[config.mk]
export PLATFORM = sky130hd
export DESIGN_NAME = fbp_pwm
export DESIGN_NICKNAME = d
export VERILOG_FILES = /design/src/pkg/fbp_pkg.sv /design/src/hw/fbp_pwm.sv
export SDC_FILE = /design/constraint.sdc
export NUM_CORES = 1
export LEC_CHECK = 0
export BUFFER_PORTS_ARGS = -buffer_cell sky130_fd_sc_hd__buf_2
export CAP_MARGIN = 25
export CELL_PAD_IN_SITES_DETAIL_PLACEMENT = 1
export CELL_PAD_IN_SITES_GLOBAL_PLACEMENT = 1
export CORE_UTILIZATION = 45
export DETAILED_ROUTE_END_ITERATION = 7
export GPL_TIMING_DRIVEN = 1
export PLACE_DENSITY_LB_ADDON = 0.1
export SYNTH_ARGS = -nofsm -noshare
export SYNTH_HDL_FRONTEND = slang
export SYNTH_SLANG_ARGS = --single-unit
export TNS_END_PERCENT = 30
[constraint.sdc]
create_clock -name core_clk_in -period 8.15 [get_ports core_clk_in]
set_input_delay 1.63 -clock core_clk_in [delete_from_list [all_inputs] [get_ports core_clk_in]]
set_output_delay 1.63 -clock core_clk_in [all_outputs]
set_load 0.01 [all_outputs]
[src/pkg/fbp_pkg.sv]
// constants and register map for the fourteen-bit pulse-width modulator
// Overview of operation
// - port select bit 0 gives the shared pin to the port (0) or modulator (1)
// - control bit 2 picks pulse-division waveform at 0, standard waveform at 1
// - control bits 1:0 pick input clock as system clock over 2, 4, 8, 16
// - conversion period 16384..131072 system clocks, minimum width 1..8 clocks
// - clock select bits are write-only and always read back as 1
// - data register holds a 14-bit high width for one waveform cycle
// - every data write is captured at once and drives all later output
package fbp_pkg;
  // register bus geometry
  localparam int ADDR_W = 16;
  localparam int DATA_W = 16;
  // register offsets
  localparam logic [15:0] OFS_PIN_SELECT = 16'hFFC8;
  localparam logic [15:0] OFS_CONTROL = 16'hFFD0;
  localparam logic [15:0] OFS_HIGH_WIDTH = 16'hFFD2;
  // field positions
  localparam int PIN_SELECT_BIT = 0;
  localparam int STYLE_BIT = 2;
  localparam int CLK_SEL_LSB = 0;
  localparam int CLK_SEL_W = 2;
  // reset values
  localparam logic [7:0] PIN_SELECT_RST = 8'h00;
  localparam logic [2:0] CONTROL_RST = 3'h0;
  localparam logic [13:0] HIGH_WIDTH_RST = 14'h0000;
  // read-back of the control register: clock select bits read as 1
  localparam logic [15:0] CONTROL_READ = 16'h0003;
  // waveform geometry
  localparam int WIDTH_BITS = 14;
  localparam int SUB_BITS = 6;
  localparam int POS_BITS = WIDTH_BITS - SUB_BITS;
  // prescaler width covers division by 16
  localparam int PRESC_W = 4;
  // timing: system clock and the unit of the modulation counter
  localparam int SYS_CLK_HZ = 10_000_000;
  localparam int SYS_PERIOD_NS = 1_000_000_000 / SYS_CLK_HZ;
  localparam int PERIOD_UNITS = 16384;
  // waveform style codes
  localparam logic STYLE_PULSE_DIV = 1'b0;
  localparam logic STYLE_STANDARD = 1'b1;
endpackage

[src/hw/fbp_pwm.sv]
// fourteen-bit pulse-width modulator with its shared port pin
//
// Strobed register access is this design's own decision.
`timescale 1ns/1ps
module fbp_pwm
  import fbp_pkg::*;
#(
  parameter int HIGH_WIDTH_W = WIDTH_BITS
) (
  // clock and reset
  input wire logic core_clk_in,
  input wire logic rst_in,
  // register port
  input wire logic [ADDR_W-1:0] reg_addr_in,
  input wire logic [DATA_W-1:0] reg_wdata_in,
  input wire logic reg_wr_in,
  input wire logic reg_rd_in,
  output logic [DATA_W-1:0] reg_rdata_out,
  // general-purpose port bit logic
  input wire logic shared_port_bit_data_in,
  input wire logic shared_port_bit_dir_in,
  output logic shared_port_bit_value_out,
  // shared pin, enable low while driving
  input wire logic modulator_output_pin_in,
  output logic modulator_output_pin_out,
  output logic modulator_output_pin_oe_n_out,
  // status
  output logic modulator_level_out,
  output logic period_start_out
);

  // registers
  logic [7:0] port_pin_function_select;
  logic waveform_style_select;
  logic clock_select_high;
  logic clock_select_low;
  logic [HIGH_WIDTH_W-1:0] modulator_high_width_data;
  logic [PRESC_W-1:0] presc;
  logic [WIDTH_BITS-1:0] unit_cnt;
  logic [2:0] pin_sync;
  logic pin_value;

  // reverse six bits so that extra units spread evenly over sub-periods
  function automatic logic [SUB_BITS-1:0] bit_rev(input logic [SUB_BITS-1:0] v);
    logic [SUB_BITS-1:0] r;
    r = '0;
    for (int i = 0; i < SUB_BITS; i++) begin
      r[i] = v[SUB_BITS-1-i];
    end
    return r;
  endfunction

  // address decode
  wire sel_pin = (reg_addr_in == OFS_PIN_SELECT);
  wire sel_ctl = (reg_addr_in == OFS_CONTROL);
  wire sel_dat = (reg_addr_in == OFS_HIGH_WIDTH);
  wire wr_pin = reg_wr_in && sel_pin;
  wire wr_ctl = reg_wr_in && sel_ctl;
  wire wr_dat = reg_wr_in && sel_dat;

  // read mux; data register is write-only and reads zero
  // clock bits read one
  wire [DATA_W-1:0] next_rdata = sel_pin ? {8'h00, port_pin_function_select} :
                                 sel_ctl ? CONTROL_READ : 16'h0000;

  // register writes
  always_ff @(posedge core_clk_in) begin
    if (rst_in) begin
      port_pin_function_select <= PIN_SELECT_RST;
      {waveform_style_select, clock_select_high, clock_select_low} <= CONTROL_RST;
    end else begin
      if (wr_pin) begin
        port_pin_function_select <= reg_wdata_in[7:0];
      end
      if (wr_ctl) begin
        waveform_style_select <= reg_wdata_in[STYLE_BIT];
        {clock_select_high, clock_select_low} <= reg_wdata_in[CLK_SEL_LSB +: CLK_SEL_W];
      end
    end
  end

  always_ff @(posedge core_clk_in) begin
    if (rst_in) begin
      modulator_high_width_data <= HIGH_WIDTH_RST;
    end else if (wr_dat) begin
      modulator_high_width_data <= reg_wdata_in[HIGH_WIDTH_W-1:0];
    end
  end

  // read data one cycle after the strobe, zero otherwise
  always_ff @(posedge core_clk_in) begin
    if (rst_in) begin
      reg_rdata_out <= 16'h0000;
    end else begin
      reg_rdata_out <= reg_rd_in ? next_rdata : 16'h0000;
    end
  end

  // prescaler: input clock is system/2..16, the counting unit half of it
  wire [1:0] clk_code = {clock_select_high, clock_select_low};
  wire [PRESC_W-1:0] unit_mask = PRESC_W'((1 << clk_code) - 1);
  wire unit_en = ((presc & unit_mask) == unit_mask);
  wire [PRESC_W-1:0] next_presc = presc + 4'h1;

  always_ff @(posedge core_clk_in) begin
    if (rst_in) begin
      presc <= 4'h0;
    end else begin
      presc <= next_presc;
    end
  end

  // period counter, 16384 units per conversion period
  wire [WIDTH_BITS-1:0] next_unit_cnt = unit_cnt + 14'h0001;

  always_ff @(posedge core_clk_in) begin
    if (rst_in) begin
      unit_cnt <= 14'h0000;
    end else if (unit_en) begin
      unit_cnt <= next_unit_cnt;
    end
  end

  // waveform decode
  wire [SUB_BITS-1:0] sub_idx = unit_cnt[WIDTH_BITS-1:POS_BITS];
  wire [POS_BITS-1:0] sub_pos = unit_cnt[POS_BITS-1:0];
  wire [POS_BITS-1:0] base_w = modulator_high_width_data[WIDTH_BITS-1:SUB_BITS];
  wire extra = (bit_rev(sub_idx) < modulator_high_width_data[SUB_BITS-1:0]);
  wire [POS_BITS:0] sub_w = {1'b0, base_w} + {{POS_BITS{1'b0}}, extra};
  wire level_div = ({1'b0, sub_pos} < sub_w);
  wire level_std = (unit_cnt < modulator_high_width_data);
  wire next_level = (waveform_style_select == STYLE_STANDARD) ? level_std : level_div;
  wire next_start = unit_en && (next_unit_cnt == 14'h0000);

  wire pin_is_mod = port_pin_function_select[PIN_SELECT_BIT];
  wire next_pin = pin_is_mod ? next_level : shared_port_bit_data_in;
  wire next_oe_n = pin_is_mod ? 1'b0 : ~shared_port_bit_dir_in;

  // registered outputs
  always_ff @(posedge core_clk_in) begin
    if (rst_in) begin
      modulator_level_out <= 1'b0;
      period_start_out <= 1'b0;
      modulator_output_pin_out <= 1'b0;
      modulator_output_pin_oe_n_out <= 1'b1;
    end else begin
      modulator_level_out <= next_level;
      period_start_out <= next_start;
      modulator_output_pin_out <= next_pin;
      modulator_output_pin_oe_n_out <= next_oe_n;
    end
  end

  // pin input synchroniser, value taken when stages two and three agree
  always_ff @(posedge core_clk_in) begin
    if (rst_in) begin
      pin_sync <= 3'h0;
      pin_value <= 1'b0;
    end else begin
      pin_sync <= {pin_sync[1:0], modulator_output_pin_in};
      if (pin_sync[1] == pin_sync[2]) begin
        pin_value <= pin_sync[2];
      end
    end
  end

  assign shared_port_bit_value_out = pin_value;

endmodule

==> results_dict.tcl <==
set metrics [dict create \
    cp_top_family "compound AO/OA/AOI/OAI gates" \
    drv_cap 0 \
    ys_warn_count 0 \
    pin_count 60 \
    die_x_um 85.72 \
    cts.path.max_buffers 2 \
    insertion_delay_ns 0.34 \
    rsz0062_at_grt "no" \
    synthArstFlopShare 0 \
    portBuffers 49 \
    critical_path.startpoint_type "flop" \
    tns_ns 0 \
    grt_overflow_total 0 \
    yosysMostFrequentCell "dfxtp_1" \
    relSlewSlack 0.3857 \
    syn-cell-area_mm2 0.003154 \
    grt_usage 0.2260 \
    p_per_area_mw_per_mm2 158.7 \
    synth_edf_count 0 \
    dp.cells 486 \
    grt_pass1_wl_mm 12.92 \
    post_layout_nonfiller_instances 502 \
    end_kind "flop" \
    drt_wl_total_mm 7.444 \
    start_util 0.4643 \
    crit_path_frequent_cell "ha_1" \
    post-dp-hpwl_mm 5.524 \
    nets 470 \
    die-height_um 85.72 \
    drt_iter0_markers 72 \
    finalCritPeriodShare 0.4564 \
    path_buf_inv 0 \
    hp-class "reg2reg" \
    post_cts_buffers 0 \
    path_clk_slew_ns 0.07 \
    ys_types 47 \
    setup_ws_ns 4.430 \
    synth_top_area_frac 0.3681 \
    synthFlopType "dfxtp_1" \
    dp_slack_ns 4.445 \
    fin_worst_skew_ns 0.006810 \
    cpMaxStageDelayCell "dfxtp_1" \
    leakagePower_nw 1.586 \
    crit_chain "ha_1 > a21o_1 > a21o_1 > a21oi_1 > o21a_1 > ha_1 > nand3_1 > nor3_1 > nand3_1 > xnor2_1 > ha_1 > a211oi_1 > nand2_1 > a211oi_1 > a41oi_1 > a311oi_1" \
    grt_antenna_before_repair 0 \
    critical_path_class "reg2reg" \
    antenna_cells 0 \
    htree_levels 3 \
    utilization 0.5313 \
    dr.max_layer_used "met4" \
    area_delta_synth_final_pct 14.44 \
    drcViolationCount 0 \
    synthCells 352 \
    dieArea_mm2 0.007348 \
    grt_max_degree 53 \
    tightest_slew_ns 0.9215 \
    viasPerCell 5.151 \
    arrival_ns 3.97 \
    drive_gt1_frac 0.1724 \
    ant_nets 0 \
    first_pass_iters 4 \
    syn_avg_cell_area_um2 8.961 \
    slew_violations 0 \
    numCtsBuffers 9 \
    root_buffer "clkbuf_8" \
    num_rows 30 \
    yosys_register_bits 58 \
    synthTopCellsByCount "dfxtp_1 (58), nor2_1 (51), ha_1 (30)" \
    wl_met1_mm 3.580 \
    postCtsResizedCells 0 \
    ys_seq_area_frac 0.3681 \
    gp_congestion 0.7964 \
    postCtsHoldBufs 0 \
    status "finished, final reports clean" \
    cts.sinks 58 \
    period_minus_slack_ns 3.720 \
    dr_wl_met2_mm 3.604 \
    vias 2586 \
    grt_pass1_vias 2734 \
    core_mm2 0.006794 \
    final_hold_viol_count 0 \
    required_ns 8.40 \
    critical_path.max_stage_delay_ns 0.48 \
    synth_top_cell_by_area "dfxtp_1" \
    tritoncts "yes" \
    yosys-top-cells-area "dfxtp_1 (37%), ha_1 (12%), mux2i_1 (7.9%)" \
    total_power_mw 0.5728 \
    post_drt_wl_per_cell_um 14.83 \
    routed-wl-met3_um 157 \
    max_freq_ghz 0.2688 \
    ir_worst_vdd_mv 0.08368 \
    worst-path-max-fanout 7 \
    setup_violations 0 \
]
==> per-layer routing <==
| metal | vias up | GRT usage |
|---|---|---|
| li1 | 1302 | - |
| met1 | 1246 | 0.2838 |
| met2 | 27 | 0.3847 |
| met3 | 11 | 0.04909 |
| met4 | 0 | 0.07576 |
| met5 | - | 0 |
==> state kept, by name, summed over array words and instances (netlist names) <==
name,flops
presc,3
modulator_output_pin_oe_n_out,1
port_pin_function_select,8
unit_cnt,14
clock_select_low,1
modulator_high_width_data,14
pin_sync,3
modulator_output_pin_out,1
shared_port_bit_value_out,1
reg_rdata_out,8
modulator_level_out,1
clock_select_high,1
period_start_out,1
waveform_style_select,1
==> report_power, final <==
group | internal (mW) | leakage (nW) | switching (mW)
sequential | 0.288 | 0.470 | 0.00515
clock | 0.118 | 0.0847 | 0.128
combinational | 0.0160 | 1.03 | 0.0183
==> final timing paths <==
kind | start | endpoint | slack (ns) | depth (start not counted)
worst min-delay path | pin_sync[0]$_SDFF_PP0_ | pin_sync[1]$_SDFF_PP0_ | 0.44 | 1
worst min register to register | pin_sync[0]$_SDFF_PP0_ | pin_sync[1]$_SDFF_PP0_ | 0.44 | 1
worst max-delay path | unit_cnt[12]$_SDFFE_PP0P_ | modulator_output_pin_out$_SDFF_PP0_ | 4.43 | 16
worst max register to register | unit_cnt[12]$_SDFFE_PP0P_ | modulator_output_pin_out$_SDFF_PP0_ | 4.43 | 16
==> area by class of cell <==
class | count | area (um^2)
Timing Repair Buffer | 51 | 260.3
Multi-Input combinational cell | 265 | 1829
Clock inverter | 6 | 41.29
Sequential cell | 58 | 1161
Clock buffer | 10 | 137.6
Inverter | 16 | 60.06
Fill cell | 818 | 3184
Tap cell | 96 | 120.1
==> through the flow <==
step	area [um^2]	hold WS, ns
6_report	3610	0.4376
2_1_floorplan	3181	0.4138
3_5_place_dp	3431	0.4324
5_1_grt	3610	0.4528
4_1_cts	3610	0.4477
3_3_place_gp	3416	0.4240
==> cells by family (layout without fill, tap and decap cells) <==
logic type | count (synthesis) | after routing | share of synthesized area
AND/OR/NAND/NOR | 137 | 137 | 0.2190
flip-flops | 58 | 58 | 0.3681
AO/OA/AOI/OAI | 39 | 39 | 0.08013
buffers and inverters | 36 | 83 | 0.06029
adder cells (fa/ha/maj) | 30 | 30 | 0.1190
multiplexers | 26 | 26 | 0.08290
XOR/XNOR | 25 | 25 | 0.06942
other | 1 | 8 | 0.001189
==> cells in the final DEF, fill, tap and decap left out, types with 3 or more instances in the layout <==
cell type   instances
nor2_1             51
mux2i_1            25
nand3b_1            3
clkinvlp_4          3
clkbuf_8           10
nand3_1             8
nor3_1             10
nand4_1             8
nor3b_1             3
o21ai_0             7
nand2_1            21
conb_1              8
nor4_1              5
buf_2              49
and3_1              5
a21oi_1            13
ha_1               30
nor2b_1             8
inv_1              16
xnor2_1            22
a21o_1              3
xor2_1              3
dfxtp_1            58
and2_1              6
(Power assumes the default switching activity.)
